==> src/logic/sgc_cfg.svh <==
// constants of the global switch control bank, offsets 0x06 to 0x0d
// assumes a 40 MHz core clock and byte-wide register access
`ifndef SGC_CFG_SVH
`define SGC_CFG_SVH

// ************************************************************
// register offsets
// ************************************************************
`define SGC_OFF_THR_HIGH 8'h06
`define SGC_OFF_THR_LOW 8'h07
`define SGC_OFF_TEST_A 8'h08
`define SGC_OFF_TEST_B 8'h09
`define SGC_OFF_TEST_C 8'h0a
`define SGC_OFF_OPTIONS 8'h0b
`define SGC_OFF_MAP_LOW 8'h0c
`define SGC_OFF_MAP_HIGH 8'h0d

// ************************************************************
// reset values and field positions
// ************************************************************
`define SGC_RST_THR_HIGH 3'h0
`define SGC_RST_THR_LOW 8'h63
`define SGC_RST_TEST_A 8'h00
`define SGC_RST_TEST_B 8'h24
`define SGC_RST_TEST_C 8'h35
`define SGC_RST_OPT_RSV_HI 2'h0
`define SGC_RST_OPT_RSV_MID 2'h2
`define SGC_RST_MAP_LOW 8'h50
`define SGC_RST_MAP_HIGH 8'hfa
`define SGC_BIT_LED_HI 7
`define SGC_BIT_TEST_MODE 4
`define SGC_BIT_LED_LO 1
`define SGC_BIT_TAG_MODE 0

// ************************************************************
// timing
// ************************************************************
`define SGC_CLK_KHZ 40000
`define SGC_FAST_PERIOD_MS 67
`define SGC_TEN_PERIOD_MS 500
`define SGC_FAST_PERIOD_CYC (`SGC_FAST_PERIOD_MS * `SGC_CLK_KHZ)
`define SGC_TEN_PERIOD_CYC (`SGC_TEN_PERIOD_MS * `SGC_CLK_KHZ)

`endif

==> src/logic/sgc_pkg.sv <==
// types of the global switch control bank
// assumes sgc_cfg.svh for all numbers
package sgc_pkg;
    typedef logic [7:0] sgc_byte_t;
    typedef logic [1:0] sgc_prio_t;
    typedef logic [2:0] sgc_pcp_t;
    typedef logic [10:0] sgc_thr_t;
    typedef logic [15:0] sgc_map_t;
    typedef logic [24:0] sgc_tick_t;
endpackage : sgc_pkg

==> src/logic/sgc_cfg_if.sv <==
// carrier of live configuration from the bank to its helpers
// assumes one clock domain
`timescale 1ns/1ps
interface sgc_cfg_if;
    sgc_pkg::sgc_thr_t thr;
    sgc_pkg::sgc_map_t prio_map;
    modport bank (output thr, output prio_map);
    modport storm (input thr);
    modport prio (input prio_map);
endinterface : sgc_cfg_if

==> src/logic/sgc_storm_meter.sv <==
// broadcast storm meter: period timer and block counter
// assumes one pulse per 64-byte block of broadcast data
`timescale 1ns/1ps
`include "sgc_cfg.svh"
module sgc_storm_meter #(
    parameter int P_FAST_CYC = `SGC_FAST_PERIOD_CYC,
    parameter int P_TEN_CYC = `SGC_TEN_PERIOD_CYC
) (
    input wire logic i_clk,
    input wire logic i_rst,
    input wire logic i_fast_speed,
    input wire logic i_block,
    sgc_cfg_if.storm cfg,
    output logic o_allow,
    output logic o_period
);
    sgc_pkg::sgc_tick_t tick;
    sgc_pkg::sgc_thr_t used;
    logic wrap;

    assign wrap = i_fast_speed ? (tick >= 25'(P_FAST_CYC - 1))
                               : (tick >= 25'(P_TEN_CYC - 1));

    always_ff @(posedge i_clk or posedge i_rst) begin
        if (i_rst) begin
            tick <= '0;
            o_period <= 1'b0;
        end else begin
            tick <= wrap ? '0 : tick + 25'h1;
            o_period <= wrap;
        end
    end

    always_ff @(posedge i_clk or posedge i_rst) begin
        if (i_rst) begin
            used <= '0;
        end else if (wrap) begin
            used <= '0;
        end else if (i_block && used < cfg.thr) begin
            used <= used + 11'h1;
        end
    end

    always_ff @(posedge i_clk or posedge i_rst) begin
        if (i_rst) begin
            o_allow <= 1'b0;
        end else begin
            o_allow <= wrap ? (cfg.thr != '0) : (used < cfg.thr);
        end
    end
endmodule : sgc_storm_meter

==> src/logic/sgc_prio_mapper.sv <==
// 802.1p tag priority to internal priority lookup
// assumes tag valid and pcp come from same-clock parser logic
`timescale 1ns/1ps
module sgc_prio_mapper (
    input wire logic i_clk,
    input wire logic i_rst,
    input wire logic i_tag_valid,
    input wire sgc_pkg::sgc_pcp_t i_pcp,
    sgc_cfg_if.prio cfg,
    output logic o_valid,
    output sgc_pkg::sgc_prio_t o_prio
);
    always_ff @(posedge i_clk or posedge i_rst) begin
        if (i_rst) begin
            o_valid <= 1'b0;
            o_prio <= '0;
        end else begin
            o_valid <= i_tag_valid;
            if (i_tag_valid) begin
                o_prio <= cfg.prio_map[{i_pcp, 1'b0} +: 2];
            end
        end
    end
endmodule : sgc_prio_mapper

==> src/logic/sgc_global_ctrl.sv <==
// global control bank: storm threshold, factory bytes, led options,
// 802.1p priority map
// assumes a same-clock register master and strap pins from outside
//
// Strobed register access was left to the implementer.
`timescale 1ns/1ps
`include "sgc_cfg.svh"
module sgc_global_ctrl #(
    parameter int P_FAST_CYC = `SGC_FAST_PERIOD_CYC,
    parameter int P_TEN_CYC = `SGC_TEN_PERIOD_CYC
) (
    input wire logic i_clk,
    input wire logic i_rst,
    input wire logic [7:0] i_addr,
    input wire logic [7:0] i_wdata,
    input wire logic i_wr,
    input wire logic i_rd,
    output logic [7:0] o_rdata,
    input wire logic i_strap_led_hi,
    input wire logic i_strap_led_lo,
    input wire logic i_fast_speed,
    input wire logic i_bc_block,
    output logic o_bc_allow,
    output logic o_storm_period,
    input wire logic i_tag_valid,
    input wire logic [2:0] i_pcp,
    output logic o_prio_valid,
    output logic [1:0] o_int_prio,
    output logic [1:0] o_led_scheme,
    output logic o_direct_forward_tag_handling,
    output logic o_test_mode
);

    // ************************************************************
    // storage
    // ************************************************************
    logic [2:0] thr_high;
    sgc_pkg::sgc_byte_t storm_threshold_low;
    sgc_pkg::sgc_byte_t factory_test_a;
    sgc_pkg::sgc_byte_t factory_test_b;
    sgc_pkg::sgc_byte_t factory_test_c;
    logic led_scheme_hi;
    logic led_scheme_lo;
    logic [1:0] opt_rsv_hi;
    logic test_mode;
    logic [1:0] opt_rsv_mid;
    logic direct_forward_tag_handling;
    sgc_pkg::sgc_byte_t priority_map_low_tags;
    sgc_pkg::sgc_byte_t priority_map_high_tags;
    sgc_pkg::sgc_byte_t next_rdata;
    sgc_pkg::sgc_byte_t options;

    // ************************************************************
    // strap synchronisers
    // ************************************************************
    logic strap_hi_meta;
    logic strap_hi_sync;
    logic strap_lo_meta;
    logic strap_lo_sync;
    logic strap_pending;

    // free running so the level seen during reset is ready at release
    always_ff @(posedge i_clk) begin
        strap_hi_meta <= i_strap_led_hi;
        strap_hi_sync <= strap_hi_meta;
    end

    always_ff @(posedge i_clk) begin
        strap_lo_meta <= i_strap_led_lo;
        strap_lo_sync <= strap_lo_meta;
    end

    // one-shot load of the led defaults after release
    always_ff @(posedge i_clk or posedge i_rst) begin
        if (i_rst) begin
            strap_pending <= 1'b1;
        end else begin
            strap_pending <= 1'b0;
        end
    end

    // ************************************************************
    // decode and packing helpers
    // ************************************************************
    // one strobe on one offset
    function automatic logic hit(input logic strobe, input logic [7:0] addr,
                                 input logic [7:0] offset);
        return strobe && (addr == offset);
    endfunction : hit

    // options byte, bit 7 down to bit 0
    function automatic sgc_pkg::sgc_byte_t pack_options(input logic led_hi,
                                                         input logic [1:0] rsv_hi,
                                                         input logic test,
                                                         input logic [1:0] rsv_mid,
                                                         input logic led_lo,
                                                         input logic tag);
        return {led_hi, rsv_hi, test, rsv_mid, led_lo, tag};
    endfunction : pack_options

    // ************************************************************
    // write decode
    // ************************************************************
    logic wr_thr_high;
    logic wr_thr_low;
    logic wr_test_a;
    logic wr_test_b;
    logic wr_test_c;
    logic wr_options;
    logic wr_map_low;
    logic wr_map_high;

    assign wr_thr_high = hit(i_wr, i_addr, `SGC_OFF_THR_HIGH);
    assign wr_thr_low = hit(i_wr, i_addr, `SGC_OFF_THR_LOW);
    assign wr_test_a = hit(i_wr, i_addr, `SGC_OFF_TEST_A);
    assign wr_test_b = hit(i_wr, i_addr, `SGC_OFF_TEST_B);
    assign wr_test_c = hit(i_wr, i_addr, `SGC_OFF_TEST_C);
    assign wr_options = hit(i_wr, i_addr, `SGC_OFF_OPTIONS);
    assign wr_map_low = hit(i_wr, i_addr, `SGC_OFF_MAP_LOW);
    assign wr_map_high = hit(i_wr, i_addr, `SGC_OFF_MAP_HIGH);

    // ************************************************************
    // storm threshold
    // ************************************************************
    always_ff @(posedge i_clk or posedge i_rst) begin
        if (i_rst) begin
            thr_high <= `SGC_RST_THR_HIGH;
        end else if (wr_thr_high) begin
            thr_high <= i_wdata[2:0];
        end
    end

    always_ff @(posedge i_clk or posedge i_rst) begin
        if (i_rst) begin
            storm_threshold_low <= `SGC_RST_THR_LOW;
        end else if (wr_thr_low) begin
            storm_threshold_low <= i_wdata;
        end
    end

    // ************************************************************
    // factory test bytes
    // ************************************************************
    always_ff @(posedge i_clk or posedge i_rst) begin
        if (i_rst) begin
            factory_test_a <= `SGC_RST_TEST_A;
        end else if (wr_test_a) begin
            factory_test_a <= i_wdata;
        end
    end

    always_ff @(posedge i_clk or posedge i_rst) begin
        if (i_rst) begin
            factory_test_b <= `SGC_RST_TEST_B;
        end else if (wr_test_b) begin
            factory_test_b <= i_wdata;
        end
    end

    always_ff @(posedge i_clk or posedge i_rst) begin
        if (i_rst) begin
            factory_test_c <= `SGC_RST_TEST_C;
        end else if (wr_test_c) begin
            factory_test_c <= i_wdata;
        end
    end

    // ************************************************************
    // led and forwarding options
    // ************************************************************
    always_ff @(posedge i_clk or posedge i_rst) begin
        if (i_rst) begin
            led_scheme_hi <= 1'b0;
        end else if (strap_pending) begin
            led_scheme_hi <= strap_hi_sync;
        end else if (wr_options) begin
            led_scheme_hi <= i_wdata[`SGC_BIT_LED_HI];
        end
    end

    always_ff @(posedge i_clk or posedge i_rst) begin
        if (i_rst) begin
            led_scheme_lo <= 1'b0;
        end else if (strap_pending) begin
            led_scheme_lo <= strap_lo_sync;
        end else if (wr_options) begin
            led_scheme_lo <= i_wdata[`SGC_BIT_LED_LO];
        end
    end

    always_ff @(posedge i_clk or posedge i_rst) begin
        if (i_rst) begin
            opt_rsv_hi <= `SGC_RST_OPT_RSV_HI;
        end else if (wr_options) begin
            opt_rsv_hi <= i_wdata[6:5];
        end
    end

    always_ff @(posedge i_clk or posedge i_rst) begin
        if (i_rst) begin
            opt_rsv_mid <= `SGC_RST_OPT_RSV_MID;
        end else if (wr_options) begin
            opt_rsv_mid <= i_wdata[3:2];
        end
    end

    // stored as written; a one reaches the test mode output and bit 4 of the options byte
    always_ff @(posedge i_clk or posedge i_rst) begin
        if (i_rst) begin
            test_mode <= 1'b0;
        end else if (wr_options) begin
            test_mode <= i_wdata[`SGC_BIT_TEST_MODE];
        end
    end

    always_ff @(posedge i_clk or posedge i_rst) begin
        if (i_rst) begin
            direct_forward_tag_handling <= 1'b0;
        end else if (wr_options) begin
            direct_forward_tag_handling <= i_wdata[`SGC_BIT_TAG_MODE];
        end
    end

    assign options = pack_options(led_scheme_hi, opt_rsv_hi, test_mode,
                                  opt_rsv_mid, led_scheme_lo, direct_forward_tag_handling);

    // ************************************************************
    // priority map
    // ************************************************************
    always_ff @(posedge i_clk or posedge i_rst) begin
        if (i_rst) begin
            priority_map_low_tags <= `SGC_RST_MAP_LOW;
        end else if (wr_map_low) begin
            priority_map_low_tags <= i_wdata;
        end
    end

    always_ff @(posedge i_clk or posedge i_rst) begin
        if (i_rst) begin
            priority_map_high_tags <= `SGC_RST_MAP_HIGH;
        end else if (wr_map_high) begin
            priority_map_high_tags <= i_wdata;
        end
    end

    // ************************************************************
    // read path
    // ************************************************************
    always_comb begin
        unique case (i_addr)
            `SGC_OFF_THR_HIGH: next_rdata = {5'h00, thr_high};
            `SGC_OFF_THR_LOW: next_rdata = storm_threshold_low;
            `SGC_OFF_TEST_A: next_rdata = factory_test_a;
            `SGC_OFF_TEST_B: next_rdata = factory_test_b;
            `SGC_OFF_TEST_C: next_rdata = factory_test_c;
            `SGC_OFF_OPTIONS: next_rdata = options;
            `SGC_OFF_MAP_LOW: next_rdata = priority_map_low_tags;
            `SGC_OFF_MAP_HIGH: next_rdata = priority_map_high_tags;
            default: next_rdata = 8'h00;
        endcase
    end

    // data stand only in the cycle after the read strobe
    always_ff @(posedge i_clk or posedge i_rst) begin
        if (i_rst) begin
            o_rdata <= 8'h00;
        end else if (i_rd) begin
            o_rdata <= next_rdata;
        end else begin
            o_rdata <= 8'h00;
        end
    end

    // ************************************************************
    // configuration outputs
    // ************************************************************
    assign o_led_scheme = {led_scheme_hi, led_scheme_lo};
    assign o_direct_forward_tag_handling = direct_forward_tag_handling;
    assign o_test_mode = test_mode;

    // ************************************************************
    // helpers
    // ************************************************************
    sgc_cfg_if cfg ();

    assign cfg.thr = {thr_high, storm_threshold_low};
    assign cfg.prio_map = {priority_map_high_tags, priority_map_low_tags};

    sgc_storm_meter #(
        .P_FAST_CYC(P_FAST_CYC),
        .P_TEN_CYC(P_TEN_CYC)
    ) u_storm (
        .i_clk(i_clk),
        .i_rst(i_rst),
        .i_fast_speed(i_fast_speed),
        .i_block(i_bc_block),
        .cfg(cfg.storm),
        .o_allow(o_bc_allow),
        .o_period(o_storm_period)
    );

    sgc_prio_mapper u_prio (
        .i_clk(i_clk),
        .i_rst(i_rst),
        .i_tag_valid(i_tag_valid),
        .i_pcp(i_pcp),
        .cfg(cfg.prio),
        .o_valid(o_prio_valid),
        .o_prio(o_int_prio)
    );

endmodule : sgc_global_ctrl

==> config.mk <==
export PLATFORM = sky130hd
export DESIGN_NAME = sgc_global_ctrl
export DESIGN_NICKNAME = d
export VERILOG_FILES = /design/src/logic/sgc_pkg.sv /design/src/logic/sgc_cfg_if.sv /design/src/logic/sgc_storm_meter.sv /design/src/logic/sgc_prio_mapper.sv /design/src/logic/sgc_global_ctrl.sv
export VERILOG_INCLUDE_DIRS = /design/src /design/src/logic
export SDC_FILE = /design/constraint.sdc
export NUM_CORES = 1
export LEC_CHECK = 0
export BUFFER_PORTS_ARGS = -buffer_cell sky130_fd_sc_hd__buf_2
export CAP_MARGIN = 20
export CORE_MARGIN = 1.5
export CORE_UTILIZATION = 60
export CTS_CLUSTER_SIZE = 14
export DETAILED_ROUTE_END_ITERATION = 16
export GPL_ROUTABILITY_DRIVEN = 0
export PLACE_DENSITY = 0.8
export SETUP_SLACK_MARGIN = 0.3
export SYNTH_ARGS = -nofsm -noshare
export SYNTH_HDL_FRONTEND = slang
export SYNTH_SLANG_ARGS = --single-unit
==> constraint.sdc <==
create_clock -name i_clk -period 11.1 [get_ports i_clk]
set_input_delay 2.22 -clock i_clk [delete_from_list [all_inputs] [get_ports i_clk]]
set_output_delay 2.22 -clock i_clk [all_outputs]
set_load 0.05 [all_outputs]
# == Yosys cells after proc, flatten, opt, wreduce, memory -nomap -nowiden ==
# Cells that the tools add are included.
# totals
regBits,113
latch_bits,0
mem_bits_rw,0
mem_bits_ro,0
inputBits,28
out_inout_bits,17
n_memories,0
# classes
n_addsub,2
multipliers,0
n_div,0
order_cmp,3
eq_ne,8
shift,1
n_mux,11
n_bitwise,0
reduce_logical,12
# op_table
operator,n
one-hot mux 8 bit (8 select lines),1
== test 8 x 4 -> 1 bit (second input constant),6
adder 25 x 1 -> 25 bit (second input constant),1
>= comparator 25 x 22 -> 1 bit (second input constant),1
>= comparator 25 bit (second input constant),1
two-way mux 25 bit,1
two-way mux 11 bit,2
== test 8 x 3 -> 1 bit (second input constant),2
indexed part select 16 x 5 -> 2 bit,1
adder 11 x 1 -> 11 bit (second input constant),1
< comparator 11 bit,1
nonzero test 11 bit,1
logical AND 1 bit,9
two-way mux 8 bit,1
two-way mux 1 bit,6
nonzero test 2 bit,2

# == Logic depth before layout (Yosys ltp) ==
# depth
depth_word,4
ltp_mapped,10
depth_no_buf,8

# == By module ==
# Synthesis repeated with hierarchy kept, for this count alone.
# hier_totals
cells_unflattened,504
area_unflattened_um2,5869.4
# by_module_without_submodules
mod,n_inst,cells_each,area_per_inst_um2,seq_area_each_um2
sgc_global_ctrl,1,228,3281.9,1806.7
sgc_storm_meter,1,257,2344.7,950.9
sgc_prio_mapper,1,19,242.7,75.1

# == Worst setup path before layout ==
# No wires, ideal clock.
# synth_timing
path_type,in2reg
from,input i_addr[5]
to,register factory_test_b[0]
setup_ns,0.125
t_arrival_ns,3.757
required_ns,10.975
setup_slack_ns,7.219
path_stages,7
n_path_buf,2
path_cell_list,nor4_1 nand2b_1 clkbuf_2 nor2_2 and2_1 buf_2 mux2_2
# synth_between
elab_chain_cells,2
# synth_lines
element,line_no,rtl
start: declaration,sgc_global_ctrl.sv:14,"input wire logic [7:0] i_addr,"
== test 8 x 4 -> 1 bit,sgc_global_ctrl.sv:88,return strobe && (addr == offset);
logical AND 1 bit,sgc_global_ctrl.sv:88,
end signal: assignment,sgc_global_ctrl.sv:154,factory_test_b <= `SGC_RST_TEST_B;
end signal: assignment,sgc_global_ctrl.sv:156,factory_test_b <= i_wdata;
end: declaration,sgc_global_ctrl.sv:40,sgc_pkg::sgc_byte_t factory_test_b;
# No other way between the ends.
# A chain may end at the register's enable or synchronous reset.

# == Worst setup path after layout ==
# Same ends and word-level chain as after synthesis.

==> flow_summary.json <==
{
  "cts_tree": "built",
  "maxCapViolations": 0,
  "violations": "design-rule violations",
  "clkTransAtPathRegs_ns": 0.06,
  "finalHoldViolations": 0,
  "setup.worst_path.start_class": "input port",
  "ant_nets": 0,
  "drc": 5,
  "cp_data_required_time_ns": 11.50,
  "ys_seq_area_share_pct": 51.4,
  "setup_viol": 0,
  "regArea_um2": 2830,
  "drive_above_1_share_pct": 31.5,
  "fmax_mhz": 252,
  "cts_resized": 0,
  "syn_area_um2": 5520,
  "routed_wl_um": 12400,
  "htree_levels": 4,
  "final_area_um2": 6340,
  "setup_tns_ns": 0,
  "vdd.ir_drop.worst_mv": 0.0775,
  "avgRoutedWirePerCell_um": 19.1,
  "hold_path_depth": 0,
  "syn_to_final_growth_pct": 15.0,
  "synth_cell_types": 54,
  "cts_buffer_depth": 2,
  "async_flop_share_pct": 96.5,
  "crit_path_end_kind": "flip-flop",
  "rsz0062_at_grt": "no",
  "post-cts-setup-buffers": 0,
  "path_cells": "buf_2 -> nor4_1 -> nand2b_1 -> nor2_2 -> and2_1 -> mux2_2",
  "synthesis.instances": 485,
  "cts_buffers": 17,
  "overflow": 0,
  "tightestPinTransition_ns": 1.04,
  "first_iter_violations": 270,
  "num_vias": 4065,
  "maxSlewHeadroom_pct": 30.4,
  "layout_common_cells": "dfrtp_1, mux2_2, nor2_1, buf_2, nand2_1",
  "ios": 45,
  "syn_avg_cell_area_um2": 11.4,
  "slew_viol_final": 0,
  "crit_slowest_cell": "nor2_2",
  "routed_via_density": 6.25,
  "syn_nets": 525,
  "multi_input_area_um2": 2510,
  "io_buffers": 44,
  "post-dp-hpwl_um": 8180,
  "fp.dieW_um": 98.9,
  "start_util_pct": 62.6,
  "diodes": 0,
  "dpl_cell_area_um2": 5780,
  "period_needed_ns": 3.97,
  "die_y_um": 98.9,
  "coreArea_um2": 8810,
  "die_area_um2": 9780,
  "worst-r2r-cell-count": 8,
  "path_class": "input port to flip-flop",
  "grt_max_degree": 74,
  "cts_hold_buffers": 0,
  "antenna_found_initial": 0,
  "leakagePower_nw": 2.90,
  "insertion_delay_ns": 0.52,
  "hold_path_class": "flip-flop to flip-flop",
  "yosysWarnings": 0,
  "path_max_fanout": 9,
  "synth_enable_flop_cells": 0,
  "arrival_ns": 4.36,
  "fillers": 581,
  "grt_pass1_vias": 4221,
  "clock_skew_ns": 0.00864,
  "ys_ff_latch": 113,
  "dominantRegCellSynth": "dfrtp_1",
  "cts_sinks": 113,
  "period_share_pct": 35.7,
  "max_stage_delay_ns": 0.46,
  "track_usage_pct": 27.8,
  "p_per_area_nw_per_um2": 173,
  "cts.root.buffer_cell": "clkbuf_8",
  "layout_commonest_cell": "dfrtp_1",
  "layout.nets": 569,
  "whs_ns": 0.330,
  "core.rowCount": 34,
  "status": "finished with violations",
  "grt_pass1_wl_um": 21100,
  "drt_first_pass_iters": 12
}
-- cell usage after synthesis (4+ instances only) --
library cell / n / area (um2)
mux4_2: 4 / 90.1
nand2_1: 31 / 116
dfxtp_1: 4 / 80.1
clkbuf_1: 10 / 37.5
nand4_1: 6 / 37.5
a22oi_1: 16 / 120
nor2_1: 45 / 169
ha_1: 12 / 150
xnor2_1: 11 / 96.3
nor3_1: 11 / 55.1
xor2_1: 21 / 184
a222oi_1: 8 / 80.1
o21ai_0: 16 / 80.1
mux2i_1: 4 / 40.0
dfstp_2: 20 / 526
nor4_1: 7 / 43.8
a21oi_1: 10 / 50.1
and3_1: 7 / 43.8
dfrtp_1: 89 / 2230
inv_1: 15 / 56.3
or2_1: 4 / 25.0
a31oi_1: 9 / 56.3
mux2_2: 58 / 653
nand3_1: 14 / 70.1
-- layer usage --
| metal | track usage (%) | vias to the layer above | wire length (um) |
|---|---|---|---|
| met3 | 6.60 | 28 | 726 |
| li1 | - | 1854 | - |
| met5 | 0 | - | 0 |
| met4 | 11.0 | 0 | 285 |
| met2 | 44.3 | 158 | 5980 |
| met1 | 37.0 | 2025 | 5410 |
-- path summary, 6_finish.rpt --
| kind | endpoint | from | slack [ns] |
|---|---|---|---|
| min in group asynchronous | o_rdata[4] | i_rst | 1.72 |
| setup / recovery | factory_test_b[0] | i_addr[5] | 7.13 |
| max in group asynchronous | u_storm.tick[13] | i_rst | 8.12 |
| hold reg to reg | strap_hi_sync | strap_hi_meta | 0.33 |
| hold / removal | strap_hi_sync | strap_hi_meta | 0.33 |
| setup reg to reg | u_storm.used[10] | storm_threshold_low[6] | 8.13 |
-- logic make-up (layout without fill, tap and decap cells) --
family / count (synthesis) / after routing / share of synthesized area (%)
buffers and inverters: 36 / 93 / 3.15
DFF: 113 / 113 / 51.4
adders and majority gates: 12 / 12 / 2.72
and+or+nand+nor: 152 / 152 / 14.3
other: 1 / 1 / 0.0680
muxes: 66 / 66 / 14.2
AOI/OAI and AO/OA: 73 / 73 / 9.14
xor gates and xnor gates: 32 / 32 / 5.08
-- registers in the layout, indices dropped and copies added, names as in the netlist, 2 cells and up --
name	count
factory_test_a	8
factory_test_b	8
factory_test_c	8
o_rdata	8
opt_rsv_hi	2
opt_rsv_mid	2
priority_map_high_tags	8
priority_map_low_tags	8
storm_threshold_low	8
thr_high	3
u_prio.o_prio	2
u_storm.tick	25
u_storm.used	11
-- final cells by class --
cell class | instances | share of cell area, %
Clock inverter | 13 | 2.11
Tap cell | 108 | 2.13
Multi-Input combinational cell | 336 | 39.7
Timing Repair Buffer | 46 | 3.71
Sequential cell | 113 | 44.7
Clock buffer | 19 | 6.81
Inverter | 15 | 0.927
-- critical path, delay by kind of cell --
family | cells | cell delay (ns)
buf+inv | 1 | 0.09
mux | 1 | 0.39
simple gates | 4 | 1.65
-- report_power, final --
| part | internal (mW) | switching, mW | total [mW] |
|---|---|---|---|
| registers | 0.442 | 0.0284 | 0.471 |
| clock network | 0.307 | 0.205 | 0.511 |
| logic | 0.0451 | 0.0695 | 0.115 |
-- through the flow --
step,std cells,util [%],setup slack (ns),power (mW)
2_1_floorplan,485,-,6.04,0.556
3_3_place_gp,618,65.6,6.77,0.585
3_5_place_dp,618,65.6,6.71,0.590
4_1_cts,650,72.0,7.17,1.10
5_1_grt,650,72.0,6.98,1.14
6_report,650,72.0,7.13,1.10
Power figures use the tool's default switching activity.
